### config.mk
export PLATFORM = sky130hd
export DESIGN_NAME = rate_ctrl
export DESIGN_NICKNAME = d
export VERILOG_FILES = /design/src/core/rate_ctrl.v /design/src/core/mclk_tick.v
export VERILOG_INCLUDE_DIRS = /design/src /design/src/shared
export SDC_FILE = /design/constraint.sdc
export NUM_CORES = 1
export LEC_CHECK = 0
export BUFFER_PORTS_ARGS = -buffer_cell sky130_fd_sc_hd__buf_2
export CAP_MARGIN = 10
export CORE_MARGIN = 2
export CORE_UTILIZATION = 55
export CTS_BUF_LIST = sky130_fd_sc_hd__clkbuf_4
export CTS_CLUSTER_SIZE = 28
export DETAILED_ROUTE_END_ITERATION = 6
export HOLD_SLACK_MARGIN = 0.12
export PLACE_DENSITY_LB_ADDON = 0.2
export SKIP_LAST_GASP = 1
export SYNTH_ARGS = -nofsm -noshare
export SYNTH_HDL_FRONTEND = slang
export SYNTH_SLANG_ARGS = --single-unit
export TNS_END_PERCENT = 10
### constraint.sdc
create_clock -name clk_i -period 4.7 [get_ports clk_i]
set_input_delay 0.47 -clock clk_i [delete_from_list [all_inputs] [get_ports clk_i]]
set_output_delay 0.47 -clock clk_i [all_outputs]
set_load 0.01 [all_outputs]
### src/shared/rate_ctrl_consts.vh
/*
 holds offsets, field positions, reset values and cycle counts for the
 decimation filter rate controller; assumes a 100 MHz system clock and
 a 76.8 kHz master-clock tick derived from it.
*/
// Summary of operation
// data-ready falls once per conversion interval
// post-processing time lies inside the interval
// settled pacing for repeat or single channel
// 32, 352 or 320 times divider cycles
// post filters use fixed 2944/3200/3968/4736 cycles
// divider is unsigned 11-bit field bits 10:0
// step mid-conversion needs one extra result
// settling results 3-4, 2-3, 1-2, 0-1 by filter; the code counts 4-5, 3-4, 2-3, 1-2 results
// software uses divider 48 or 240 for mains
// code 0011 selects sinc3 with extra notch
// averaging stage averages eight sinc outputs
// sinc4 restricted divider values, no mains notch
// sequencer steps through all enabled channels automatically
// four-bit filter code map, sinc3 default
// sinc4 types clamp divider above 10 to 10
// post filters ignore divider value
// intervals counted on 76.8 kHz master clock
// reloaded master-clock counter pulses data-ready low
`ifndef RATE_CTRL_CONSTS_VH
`define RATE_CTRL_CONSTS_VH
`define REG_CTRL        8'h00
`define REG_DIVIDER     8'h04
`define REG_CHAN_EN     8'h08
`define REG_STATUS      8'h0C
`define REG_IRQ_STAT    8'h10
`define REG_IRQ_CLR     8'h14
`define REG_IRQ_EN      8'h18
`define REG_COUNT       8'h1C
`define FLT_SINC4       4'h0
`define FLT_SINC4_AVG   4'h1
`define FLT_SINC3       4'h2
`define FLT_SINC3_NOTCH 4'h3
`define FLT_SINC3_AVG   4'h4
`define FLT_POST1       4'h5
`define FLT_POST2       4'h6
`define FLT_POST3       4'h7
`define FLT_POST4       4'h8
`define FLT_RESET       4'h2
`define DIV_RESET       11'h001
`define DIV_SINC4_MAX   11'h00A
`define MULT_SINC       16'h0020
`define MULT_SINC4_AVG  16'h0160
`define MULT_SINC3_AVG  16'h0140
`define CNV_POST1       20'h00B80
`define CNV_POST2       20'h00C80
`define CNV_POST3       20'h00F80
`define CNV_POST4       20'h01280
`define SETTLE_SINC4    3'h4
`define SETTLE_SINC3    3'h3
`define SETTLE_AVG      3'h2
`define SETTLE_POST     3'h1
`define SYS_CLK_HZ      100000000
`define MCLK_HZ         76800
`define MCLK_DIV        (`SYS_CLK_HZ / `MCLK_HZ)
`define IRQ_READY       0
`define IRQ_SETTLED     1
`define IRQ_WRAP        2
`endif

### src/core/rate_ctrl.v
/*
 decimation filter rate controller: paces the data-ready strobe from the
 selected filter type and divider, tracks step settling and sequences
 enabled channels. classic wishbone slave, 32-bit data.
 assumes the conversion datapath runs on the master-clock tick given here.
*/
// Our own choices: the Wishbone slave port and the address map.
`timescale 1ns/1ps
`include "rate_ctrl_consts.vh"
module rate_ctrl #(
	parameter MCLK_DIV = `MCLK_DIV,
	parameter CHANS    = 8
) (
	input  wire             clk_i,
	input  wire             rst_i,
	input  wire             cyc_i,
	input  wire             stb_i,
	input  wire             we_i,
	input  wire [7:0]       adr_i,
	input  wire [3:0]       sel_i,
	input  wire [31:0]      dat_i,
	output reg  [31:0]      dat_o,
	output reg              ack_o,
	input  wire             step_i,
	output reg              data_ready_n_o,
	output reg  [2:0]       channel_o,
	output reg              settled_o,
	output wire             irq_o
);
	localparam ST_IDLE = 1'b0;
	localparam ST_RUN  = 1'b1;

	reg [3:0]       filter_type;
	reg             enable;
	reg             repeat_mode;
	reg [10:0]      rate_divider_value;
	reg [CHANS-1:0] chan_en;
	reg [2:0]       irq_stat;
	reg [2:0]       irq_en;
	reg             state;
	reg [19:0]      cnt;
	reg [2:0]       settle_left;
	reg             step_pending;
	reg             step_mid;
	reg [2:0]       next_chan;
	wire            tick;
	wire [19:0]     conv_cycles;
	wire            terminal;
	wire            ev_ready;
	wire            ev_settled;
	wire            ev_wrap;
	wire [2:0]      settle_need;
	wire            step_go;
	wire            wr;
	integer         i;

	mclk_tick #(
		.DIV(MCLK_DIV)
	) u_tick (
		.clk_i (clk_i),
		.rst_i (rst_i),
		.tick_o(tick)
	);

	// cycle count per conversion; post-processing already folded in
	function [19:0] cnv_len;
		input [3:0]  ft;
		input [10:0] dv;
		reg   [10:0] d;
		begin
			d = (dv == 11'h000) ? 11'h001 : dv;
			if ((ft == `FLT_SINC4 || ft == `FLT_SINC4_AVG) &&
			    d > `DIV_SINC4_MAX)
				d = `DIV_SINC4_MAX;
			case (ft)
				`FLT_SINC4, `FLT_SINC3, `FLT_SINC3_NOTCH:
					cnv_len = d * `MULT_SINC;
				`FLT_SINC4_AVG:
					cnv_len = d * `MULT_SINC4_AVG;
				`FLT_SINC3_AVG:
					cnv_len = d * `MULT_SINC3_AVG;
				`FLT_POST1: cnv_len = `CNV_POST1;
				`FLT_POST2: cnv_len = `CNV_POST2;
				`FLT_POST3: cnv_len = `CNV_POST3;
				`FLT_POST4: cnv_len = `CNV_POST4;
				default:    cnv_len = d * `MULT_SINC;
			endcase
		end
	endfunction

	// results needed to settle a step that lines up with a conversion
	function [2:0] settle_len;
		input [3:0] ft;
		begin
			case (ft)
				`FLT_SINC4:                   settle_len = `SETTLE_SINC4;
				`FLT_SINC3, `FLT_SINC3_NOTCH: settle_len = `SETTLE_SINC3;
				`FLT_SINC4_AVG, `FLT_SINC3_AVG: settle_len = `SETTLE_AVG;
				default:                      settle_len = `SETTLE_POST;
			endcase
		end
	endfunction

	assign conv_cycles = cnv_len(filter_type, rate_divider_value);
	assign terminal    = (state == ST_RUN) && tick && (cnt <= 20'h00001);
	assign ev_ready    = terminal;
	assign settle_need = settle_len(filter_type)
	                     + {2'b00, step_mid | step_i};
	assign step_go     = terminal && (step_pending || step_i);
	assign ev_settled  = terminal && (step_go ? (settle_need == 3'h1)
	                     : (settle_left == 3'h1));
	assign ev_wrap     = terminal && !repeat_mode && (next_chan <= channel_o)
	                     && (chan_en != {CHANS{1'b0}});
	assign wr          = cyc_i && stb_i && we_i && !ack_o;
	assign irq_o       = |(irq_stat & irq_en);

	// lowest enabled channel above the current one, else lowest overall
	always @* begin
		next_chan = channel_o;
		for (i = CHANS - 1; i >= 0; i = i - 1) begin
			if (chan_en[i])
				next_chan = i[2:0];
		end
		for (i = CHANS - 1; i >= 0; i = i - 1) begin
			if (chan_en[i] && i[2:0] > channel_o)
				next_chan = i[2:0];
		end
	end

	// conversion pacing
	always @(posedge clk_i) begin
		if (rst_i) begin
			state          <= ST_IDLE;
			cnt            <= 20'h00000;
			data_ready_n_o <= 1'b1;
			channel_o      <= 3'h0;
		end else begin
			case (state)
				ST_IDLE: begin
					data_ready_n_o <= 1'b1;
					if (enable) begin
						state <= ST_RUN;
						cnt   <= conv_cycles;
					end
				end
				ST_RUN: begin
					if (!enable) begin
						state          <= ST_IDLE;
						data_ready_n_o <= 1'b1;
					end else if (terminal) begin
						// reload on the tick so spacing stays exact
						cnt            <= conv_cycles;
						data_ready_n_o <= 1'b0;
						if (!repeat_mode)
							channel_o <= next_chan;
					end else begin
						if (tick)
							cnt <= cnt - 20'h00001;
						if (tick)
							data_ready_n_o <= 1'b1;
					end
				end
				default: state <= ST_IDLE;
			endcase
		end
	end

	// step settling; an asynchronous step costs one extra result
	always @(posedge clk_i) begin
		if (rst_i) begin
			settle_left  <= 3'h0;
			settled_o    <= 1'b1;
			step_pending <= 1'b0;
			step_mid     <= 1'b0;
		end else begin
			if (step_i && !terminal) begin
				step_pending <= 1'b1;
				step_mid     <= (cnt != conv_cycles);
			end else if (step_go) begin
				step_pending <= 1'b0;
				// the result in flight is the first one after the step
				settle_left  <= settle_need - 3'h1;
				settled_o    <= (settle_need == 3'h1);
			end else if (terminal && settle_left != 3'h0) begin
				settle_left <= settle_left - 3'h1;
				if (settle_left == 3'h1)
					settled_o <= 1'b1;
			end
		end
	end

	// register writes and sticky interrupt status; set wins over clear
	always @(posedge clk_i) begin
		if (rst_i) begin
			filter_type        <= `FLT_RESET;
			enable             <= 1'b0;
			repeat_mode        <= 1'b0;
			rate_divider_value <= `DIV_RESET;
			chan_en            <= {{(CHANS-1){1'b0}}, 1'b1};
			irq_en             <= 3'h0;
			irq_stat           <= 3'h0;
		end else begin
			if (wr && sel_i[0]) begin
				case (adr_i)
					`REG_CTRL: begin
						filter_type <= dat_i[3:0];
						enable      <= dat_i[4];
						repeat_mode <= dat_i[5];
					end
					`REG_DIVIDER: rate_divider_value[7:0] <= dat_i[7:0];
					`REG_CHAN_EN: chan_en <= dat_i[CHANS-1:0];
					`REG_IRQ_EN:  irq_en  <= dat_i[2:0];
					default: ;
				endcase
			end
			if (wr && sel_i[1] && adr_i == `REG_DIVIDER)
				rate_divider_value[10:8] <= dat_i[10:8];
			irq_stat <= (irq_stat & ~((wr && sel_i[0] &&
			             adr_i == `REG_IRQ_CLR) ? dat_i[2:0] : 3'h0))
			            | {ev_wrap, ev_settled, ev_ready};
		end
	end

	// bus answer one cycle after the request, unmapped reads give zero
	always @(posedge clk_i) begin
		if (rst_i) begin
			ack_o <= 1'b0;
			dat_o <= 32'h00000000;
		end else begin
			ack_o <= cyc_i && stb_i && !ack_o;
			case (adr_i)
				`REG_CTRL:     dat_o <= {26'h0, repeat_mode, enable,
				                         filter_type};
				`REG_DIVIDER:  dat_o <= {21'h0, rate_divider_value};
				`REG_CHAN_EN:  dat_o <= {{(32-CHANS){1'b0}}, chan_en};
				`REG_STATUS:   dat_o <= {24'h0, channel_o, settle_left,
				                         settled_o, state};
				`REG_IRQ_STAT: dat_o <= {29'h0, irq_stat};
				`REG_IRQ_EN:   dat_o <= {29'h0, irq_en};
				`REG_COUNT:    dat_o <= {12'h0, cnt};
				default:       dat_o <= 32'h00000000;
			endcase
		end
	end
endmodule // rate_ctrl

### src/core/mclk_tick.v
/*
 master-clock tick generator; emits a one-cycle pulse at the 76.8 kHz rate.
 assumes a free running system clock and a synchronous reset.
*/
`timescale 1ns/1ps
module mclk_tick #(
	parameter DIV = 1302
) (
	input  wire clk_i,
	input  wire rst_i,
	output reg  tick_o
);
	reg [15:0] cnt;
	// divider rounds down, so the tick runs a hair fast rather than slow
	always @(posedge clk_i) begin
		if (rst_i) begin
			cnt    <= 16'h0000;
			tick_o <= 1'b0;
		end else if (cnt == DIV[15:0] - 16'h0001) begin
			cnt    <= 16'h0000;
			tick_o <= 1'b1;
		end else begin
			cnt    <= cnt + 16'h0001;
			tick_o <= 1'b0;
		end
	end
endmodule // mclk_tick

* Word-level counts from Yosys, hierarchy flattened
Cells that the tools add are included. Widths: inputs -> output; s select.
Word-level totals: bits of input ports 50, flip-flop bits (word level) 112, logic and storage cells 161
Operators by class: bitwise gates (word level) 8, reduce and logical (&&, ||, !) cells 51, $mul 2, multiplexer cells 41, equal/unequal tests 23, add/subtract/negate cells 5, magnitude comparators 11
Operator list (number):
- $pmux 20 s7 | 1
- $pmux 20 s6 | 1
- $mux 20 | 4
- $mux 3 | 19
- $pmux 20 s2 | 1
- $eq 8x5->1 const B | 4
- $logic_and 1x1->1 | 26
- $mux 11 | 2
- $le 20x1->1 const B | 1
- $ne 20x20->1 | 1
- $sub 20x1->20 const B | 1
- $add 16x1->16 const B | 1
- $eq 16x11->1 const B | 1
- $eq 4x3->1 const B | 4
- $eq 8x4->1 const B | 2
- $mul 11x4->15 const B | 1
- $mul 11x3->14 const B | 1
- $gt 3x3->1 const A | 4
- $gt 11x4->1 const B | 1
- $logic_not 11->1 | 1
- $mux 1 | 11
- $reduce_and 2->1 | 5
- $pmux 3 s3 | 1
- $eq 4x2->1 const B | 2
- other kinds (29) | 45

* Logic depth before layout (Yosys ltp)
Gate-level depths: netlist of the first run.
word-level depth 20, mapped depth 19, depth with buffers taken out 18

* Cells and area by module
A second synthesis of the first run with hierarchy kept.
Unflattened totals: cells, all modules 918, area, all modules 7160.6 µm²
By module, submodules not included:
- rate_ctrl | times used 1, cells an instance 833, sequential area each 1661.6 µm², area each 6353.6 µm²
- mclk_tick | times used 1, cells an instance 85, sequential area each 340.3 µm², area each 807.0 µm²

* Least setup slack after synthesis of the first run
No wires, ideal clock.
kind register -> register, from register rate_divider_value[7], to register step_mid, cell stages (with the launch flop) 20, slack -0.047 ns, data arrival time 4.622 ns, period minus slack after synthesis 4.747 ns, cells stage by stage dfxtp_1 or4_1 or2_1 buf_6 o21ai_0 and2_1 ha_1 inv_1 fa_1 inv_1 ha_1 a211oi_1 o21ai_0 a41oi_1 nor3_1 nor4_1 xnor2_1 or4_1 nor4_2 a31oi_1
On the way: longest elaborated chain between the ends 8, elaborated cells between the ends (all ways) 9, classes of those cells mul: 2; order compare: 1; eq/ne: 1; mux: 3; reduce/logical: 2
RTL lines:
- start, declared | line rate_ctrl.v:36 | reg [10:0] rate_divider_value;
- start signal, assigned | line rate_ctrl.v:198 | rate_divider_value <= `DIV_RESET;
- start signal, assigned | line rate_ctrl.v:210 | `REG_DIVIDER: rate_divider_value[7:0] <= dat_i[7:0];
- $logic_not 11->1 | line rate_ctrl.v:71 | d = (dv == 11'h000) ? 11'h001 : dv;
- $mux 11 * | line rate_ctrl.v:71
- $gt 11x4->1 (no line)
- $logic_and 1x1->1 (no line)
- $mux 11 * | line rate_ctrl.v:72 | if ((ft == `FLT_SINC4 || ft == `FLT_SINC4_AVG) &&
- $mul 11x4->15 (no line) / $mul 11x3->14 (equally long branches)
- $pmux 20 s6 * | line rate_ctrl.v:75 | case (ft)
- $ne 20x20->1 * | line rate_ctrl.v:178 | step_mid <= (cnt != conv_cycles);
- end signal, assigned | line rate_ctrl.v:178
- end, declared | line rate_ctrl.v:44 | reg step_mid;
Every way passes the cells marked *; elsewhere a longest branch is shown, timed or not. A chain may end at the register's enable or synchronous reset.

* Worst setup path in the final report of the first run
from register rate_divider_value[5], to register step_mid
Same word-level chain as after synthesis.

==> results of run 1 <==
[per-layer routing]
layer	share of wire, %	vias up	routed length (um)
li1	-	3473	-
met1	43	3310	8590
met2	47	312	9230
met3	6.8	54	1350
met4	3.4	0	665
met5	0	-	0
[layout make-up]
class                   count  share of cell area [%]
multi-input cells         730                    59.7
flip-flops and latches    100                    24.3
well taps                 172                    2.61
clock buffers               9                   0.818
diodes                      1                  0.0303
clock inverters             6                   0.561
repair buffers            118                    9.30
inverters                  60                    2.73
[timing repair]
action                     4_1_cts  5_1_grt
setup endpoints to repair        1        5
resized for setup                7       47
setup buffers                    1        1
pin swaps                        2       24
[power groups by stage]
stage	Combinational, uW	Sequential [uW]	Clock [uW]
floorplan	45.7	873	0
global placement	61.1	874	0
detailed placement	62.0	874	0
CTS	62.0	856	426
global route	69.5	857	456
finish	62.6	856	414
[through the flow]
stage / setup TNS (ps) / hold WS (ps) / power (uW)
after detailed placement: -293 / 434 / 936
after global placement: -100 / 438 / 935
after global routing: -16.9 / 178 / 1380
after floorplan: 0 / 445 / 919
after CTS: 0 / 157 / 1340
final: 0 / 193 / 1330
[worst max path at each step]
stage	depth (start not counted)	startpoint	endpoint	slack [ps]
2_1_floorplan	19	rate_divider_value[7]	step_mid	3
3_3_place_gp	17	rate_divider_value[7]	step_mid	-100
3_5_place_dp	19	rate_divider_value[7]	step_mid	-280
4_1_cts	19	rate_divider_value[7]	step_mid	30
5_1_grt	19	rate_divider_value[5]	step_mid	-20
6_report	19	rate_divider_value[5]	step_mid	160
[worst max-delay path, cell delays in order, from the launching register on]
cell and delay [ps]:
dfxtp_1 330, or4_4 530, or2_4 290, a21o_4 230, buf_4 140, ha_4 250, inv_1 40, fa_1 490
inv_2 50, ha_4 230, buf_6 120, a211oi_2 200, o21ba_2 180, nor2_1 50, nor4_2 320, a21o_1 150
nor2_1 50, or4_4 500, nor4_4 210, a31oi_1 100
[registers in the layout, summed over array words and instances (netlist names), 3 cells and up]
| signal | flops |
|---|---|
| rate_divider_value | 11 |
| dat_o | 20 |
| channel_o | 3 |
| filter_type | 4 |
| settle_left | 3 |
| chan_en | 8 |
| u_tick.cnt | 16 |
| irq_en | 3 |
| cnt | 20 |
| irq_stat | 3 |
[kinds of logic (layout without fill, tap and decap cells)]
group                      count (synthesis)  count (layout)
DFF                                      100             100
xor gates and xnor gates                  35              35
and+or+nand+nor                          366             366
other                                      1              13
adders and majority gates                 57              57
muxes                                     32              32
AOI/OAI and AO/OA                        228             228
buffers and inverters                    119             193
[layout by cell type, fill, tap and decap left out, types with 6 or more instances in the layout]
cell type	instances
nor2_1	118
dfxtp_1	99
nand2_1	75
a21oi_1	69
buf_4	61
inv_1	55
buf_2	53
o21ai_0	43
ha_1	38
nor3_1	36
nand3_1	36
mux2i_1	23
a22oi_1	19
xor2_1	19
xnor2_1	16
and2_1	15
nor4_1	13
conb_1	12
and3_1	11
nand4_1	10
o22ai_1	9
mux2_2	9
fa_1	9
clkbuf_4	9
nor2b_1	8
ha_4	8
o21a_1	7
a31oi_1	7
or2_2	6
a21o_1	6
o211ai_1	6
==> implementation parameters, run 1 <==
Parameter                              Value

Global route
  Met3 Resource Use GR    between 4 and 5%
  Met2 Use GR    between 40% and 50%
  Number of antenna violations at the first check in global routing    1
  Via count of the first global-routing pass    approximately 6500
  Total track usage    27.9%
  Pin count of the biggest net entering global routing    60
  Global-route wire length before repair    approximately 32000 um
  Total congestion overflow after global routing    0
  Busiest layer in global routing    met2
  Met1 layer usage reported by global route    approximately 36%

STA
  Fin. max-slew vios    0
  Total count of hold-check failures in the final report    0
  Max-Slew Margin vs Limit    a little under a quarter
  Worst clock skew    about 27 ps
  Worst setup slack after layout    between 150 and 200 ps
  Endpoints failing setup    0
  Tcrit/Tclk final    between 90% and 100%
  Slew @ Worst Pin    between 1000 and 1500 ps
  Tmin final    ~4500 ps
  Max Fclk    roughly 220 MHz

Worst hold path
  Hold_sp    dat_i[8]
  Hold Crit Endpoint    rate_divider_value[8]
  Hold Crit Depth    3
  Type of the worst min-delay path    in -> reg

Layout
  Post-route insts no fill    roughly 1200
  Area Overhead vs Synth    15.6%
  Layout cell share with drive strength beyond 1    a little under a fifth
  Footprint of the flip-flops and latches    ~2000 um2
  Total number of nets in the final design    1126
  Post-route cell area    around 8300 um2
  Multi-input gate area    about 4900 um2
  Number of fillers in the final layout    1183
  Final Util    between 60% and 70%

Synth
  Area share of the largest cell type after synthesis    28.0%
  Area share of xor/xnor cells in the synthesized design    ~4.3%
  Post-synthesis mux area share    4.64%
  Synth Flop Type    dfxtp_1
  Mean instance size in the synthesized netlist    about 7.6 um2
  Complex-gate fraction of the synthesized area    20.3%
  Synthesis warning total    0
  Most common cell in the netlist    nor2_1
  Post-synthesis sequential element count    100
  Mapped Area    around 7100 um2
  Unique cell type count in the Yosys netlist    67
  Post-synth top area cell    dfxtp_1
  Leading cell types by count after synthesis    nor2_1 (119), dfxtp_1 (100), nand2_1 (75)
  Top cells by area, synth    dfxtp_1 (28%), ha_1 (8.2%), nor2_1 (6.3%)
  Largest family of logic cells by synthesized area    simple AND/OR/NAND/NOR gates
  EDFF count, synth    0
  Share of synthesized cell area in full adder, half adder and majority cells    ~11%
  Post-synthesis simple-gate area fraction    around 25%
  Share of flip-flops with an asynchronous set or reset    0%
  Post-synthesis cell count    938
  Seq/Total Area, Yosys    about 28%

Power
  Power density of the placed cells    161 nW/um2
  Sequential share of power    approximately 64%
  Leakage    between 0.003 and 0.004 uW
  Proportion of total power due to net switching    26.2%
  VDD IR max    between 0.0002 and 0.00025 V
  Net Switching    approximately 350 uW
  Portion of total power attributed to the clock network    a little under a third
  Internal power contribution    approximately 980 uW
  Logic gate share of total power    under 10%

Critical path
  Category of the most critical setup path    reg -> reg
  Launch instance of the worst register-to-register path    rate_divider_value[5]
  WP data required    approximately 5100 ps
  Internal reg-to-reg setup slack    160 ps
  Worst endpoint data arrival time    4940 ps
  Reg-to-Reg End    step_mid
  Nature of the critical path endpoint    flop
  Worst Reg2Reg Path Length in Cells    19
  Type of element launching the critical path    flop
  Critical Path Fanout Max    6

Run status
  Status    finished clean

Drt
  Drt drc    0
  Number of search-and-repair iterations in the first detailed-routing pass    6
  Routed via count    7149
  Detailed-route wire length per cell    between 15 and 20 um
  First DRT Iteration DRCs    661
  Detailed-route vias per instance    between 5 and 6
  Number of nets with antenna violations after routing    0
  Final Routed Wirelength    19800 um

Placement
  Total half-perimeter wirelength after legalization and detailed placement    around 15000 um
  Minimum setup slack after placement    -283 ps
  Number of input and output port buffers inserted    53
  Cell count after placement    between 1000 and 1500
  Placement-stage cell area    ~7900 um2
  Final weighted congestion of routability-driven global placement    about 0.95

Clocking
  Max clock buf depth    2
  Clock network latency to the later pin of the worst-skew pair    about 500 ps
  H-tree depth    3
  Clock transition time at the flip-flop clock pins of the worst setup and hold paths    roughly 160 ps
  TritonCTS clock tree    yes
  Cts bufs inserted    9
  TritonCTS Sinks    100
  Clk root buf    clkbuf_4
  CTS hold repair buffers    0

Floorplan
  Chip width    approximately 120 um
  Placeable core region    roughly 13000 um2
  Count of standard-cell rows    between 40 and 50
  Area of the die    roughly 14000 um2
  Starting density of the core    56.4%
  Top Ports    between 80 and 90
  DIE HEIGHT    between 100 and 150 um

Run
  Number of violations of the max-capacitance limit    0
Power figures use the tool's default switching activity.
==> inputs of run 2 (changes only) <==
--- a/config.mk
+++ b/config.mk
@@ -9,8 +9,7 @@
 export BUFFER_PORTS_ARGS = -buffer_cell sky130_fd_sc_hd__buf_2
 export CAP_MARGIN = 10
 export CORE_MARGIN = 2
-export CORE_UTILIZATION = 55
-export CTS_BUF_LIST = sky130_fd_sc_hd__clkbuf_4
+export CORE_UTILIZATION = 54
 export CTS_CLUSTER_SIZE = 28
 export DETAILED_ROUTE_END_ITERATION = 6
 export HOLD_SLACK_MARGIN = 0.12
==> run 2 against run 1 <==
The run now ends with negative setup slack left. Sequential share of layout area decreased by 0.81 points. Clock skew decreased by 19 ps. Core utilization increased by 0.15 points. Critical path depth unchanged. Via count decreased by 0.52%. Global-route usage increased by 0.27 points. Critical endpoint unchanged.
==> implementation parameters, run 2 (synthesis results as in run 1) <==
Parameter                              Value

STA
  Worst clock skew    7.48 ps
  Max-Slew Margin vs Limit    between 20 and 25%
  Max Fclk    approximately 210 MHz
  Fin. max-slew vios    0
  Tcrit/Tclk final    100%
  Total count of hold-check failures in the final report    0
  Worst setup slack after layout    -11.6 ps
  Slew @ Worst Pin    1180 ps
  Hold slack    between 300 and 400 ps
  RSZ-0062 raised after global routing    true
  Endpoints failing setup    1
  Tmin final    approximately 4700 ps

Critical path
  Nature of the critical path endpoint    flop
  WP data required    between 4000 and 5000 ps
  Critical Path Fanout Max    6
  Worst endpoint data arrival time    4960 ps
  Category of the most critical setup path    reg -> reg
  Internal reg-to-reg setup slack    -10 ps
  Type of element launching the critical path    flop

Worst hold path
  Type of the worst min-delay path    in -> reg

Drt
  Drt drc    0
  Detailed-route vias per instance    5.87
  Number of search-and-repair iterations in the first detailed-routing pass    5
  First DRT Iteration DRCs    569
  Number of nets with antenna violations after routing    0
  Final Routed Wirelength    between 20000 and 25000 um
  Detailed-route wire length per cell    about 17 um
  Routed via count    a little over 7000

Layout
  Layout cell share with drive strength beyond 1    20.2%
  Most common library cell in the layout ignoring fill and taps    nor2_1
  Top Registers    cnt: 20 flops, dat_o: 20 flops, u_tick.cnt: 16 flops
  Multi-input gate area    roughly 5000 um2
  Post-route insts no fill    roughly 1200
  Area Overhead vs Synth    19.6%
  Number of fillers in the final layout    around 1200
  Commonest cells after routing, fill and taps aside    nor2_1 (116), dfxtp_1 (98), nand2_1 (75)
  Ant. Diodes    0
  Footprint of the flip-flops and latches    roughly 2000 um2
  Final Util    between 60% and 70%
  Total number of nets in the final design    1138

Floorplan
  Starting density of the core    between 50 and 60%
  Placeable core region    about 13000 um2
  DIE HEIGHT    119 um
  Chip width    between 100 and 150 um
  Top Ports    slightly below 90
  Area of the die    14200 um2
  Count of standard-cell rows    between 40 and 50

Run
  Number of violations of the max-capacitance limit    0

Run status
  Failing checks    negative setup slack
  Status    finished, violations left

Power
  Net Switching    between 400 and 500 uW
  VDD IR max    0.000265 V
  Power density of the placed cells    roughly 200 nW/um2
  Internal power contribution    about 1300 uW
  Sequential share of power    around half
  Leakage    ~0.0036 uW
  Logic gate share of total power    approximately 3.7%
  Portion of total power attributed to the clock network    46.4%
  Proportion of total power due to net switching    a little under a quarter

Clocking
  TritonCTS clock tree    yes
  H-tree depth    3
  Clk root buf    clkbuf_16
  Clock network latency to the later pin of the worst-skew pair    ~360 ps
  CTS hold repair buffers    0
  Clock transition time at the flip-flop clock pins of the worst setup and hold paths    roughly 70 ps
  Cts bufs inserted    9
  Max clock buf depth    2
  TritonCTS Sinks    100

Placement
  Total half-perimeter wirelength after legalization and detailed placement    14700 um
  Final weighted congestion of routability-driven global placement    about 0.9
  Number of input and output port buffers inserted    53
  Cell count after placement    around 1200
  Minimum setup slack after placement    -214 ps

Global route
  Pin count of the biggest net entering global routing    between 60 and 70
  Via count of the first global-routing pass    roughly 6700
  Total congestion overflow after global routing    0
  Global-route wire length before repair    around 32000 um
  Number of antenna violations at the first check in global routing    0
  Total track usage    between 20 and 30%
-- run 2: worst paths after layout --
| kind | startpoint | endpoint | cells after the start |
|---|---|---|---|
| min | stb_i | ack_o | 3 |
| max reg2reg | rate_divider_value[5] | step_mid | 19 |
| max | rate_divider_value[5] | step_mid | 19 |
| min reg2reg | ack_o | ack_o | 1 |
-- run 2: critical path: stages (launching register included) --
cell and delay (ps):
dfxtp_2 320, or4_4 520, or2_4 290, a21oi_4 150, inv_2 70, ha_4 250, fa_1 570, ha_4 150
buf_6 100, a211oi_2 40, buf_4 150, nor2_2 70, nor2_1 50, o311ai_1 340, buf_4 190, o22ai_1 70
or3_1 370, or4_1 540, nor4_2 220, a31oi_1 110
-- run 2: power by group through the flow --
| stage | Combinational [uW] | Clock (uW) | Sequential [uW] |
|---|---|---|---|
| floorplan | 45.7 | 0 | 873 |
| global placement | 60.9 | 0 | 874 |
| detailed placement | 61.9 | 0 | 874 |
| CTS | 62.4 | 798 | 854 |
| global route | 70.1 | 837 | 854 |
| finish | 63.1 | 794 | 854 |
-- run 2: what timing repair did --
| item | 4_1_cts | 5_1_grt |
|---|---|---|
| endpoints found under the hold margin | 0 | 0 |
| pin swaps | 1 | 33 |
| gates resized for setup | 6 | 48 |
| setup endpoints to repair | 1 | 5 |
| buffers inserted | 1 | 6 |
-- run 2: final cells by class --
type                       instances  area share, %
sequential                       100           23.4
inverter                          60           2.63
clock buffer                      10           2.80
multi-input combinational        730           57.6
timing repair buffer             130           10.0
tap                              176           2.58
clock inverter                     6          0.893
-- run 2: stage by stage --
stage	power (uW)	area (um2)	setup TNS (ps)
2_1_floorplan	919	7190	0
3_3_place_gp	935	7930	-128
3_5_place_dp	936	7930	-214
4_1_cts	1710	8270	0
5_1_grt	1760	8550	-252
6_report	1710	8550	-11.6
-- run 2: layer usage --
metal / part of all wire (%) / track usage [%] / up-vias
li1: - / - / 3497
met1: 43 / 36.5 / 3315
met4: 3.6 / 12.7 / 0
met3: 5.7 / 4.50 / 48
met2: 47 / 46.2 / 252
met5: 0 / 0 / -
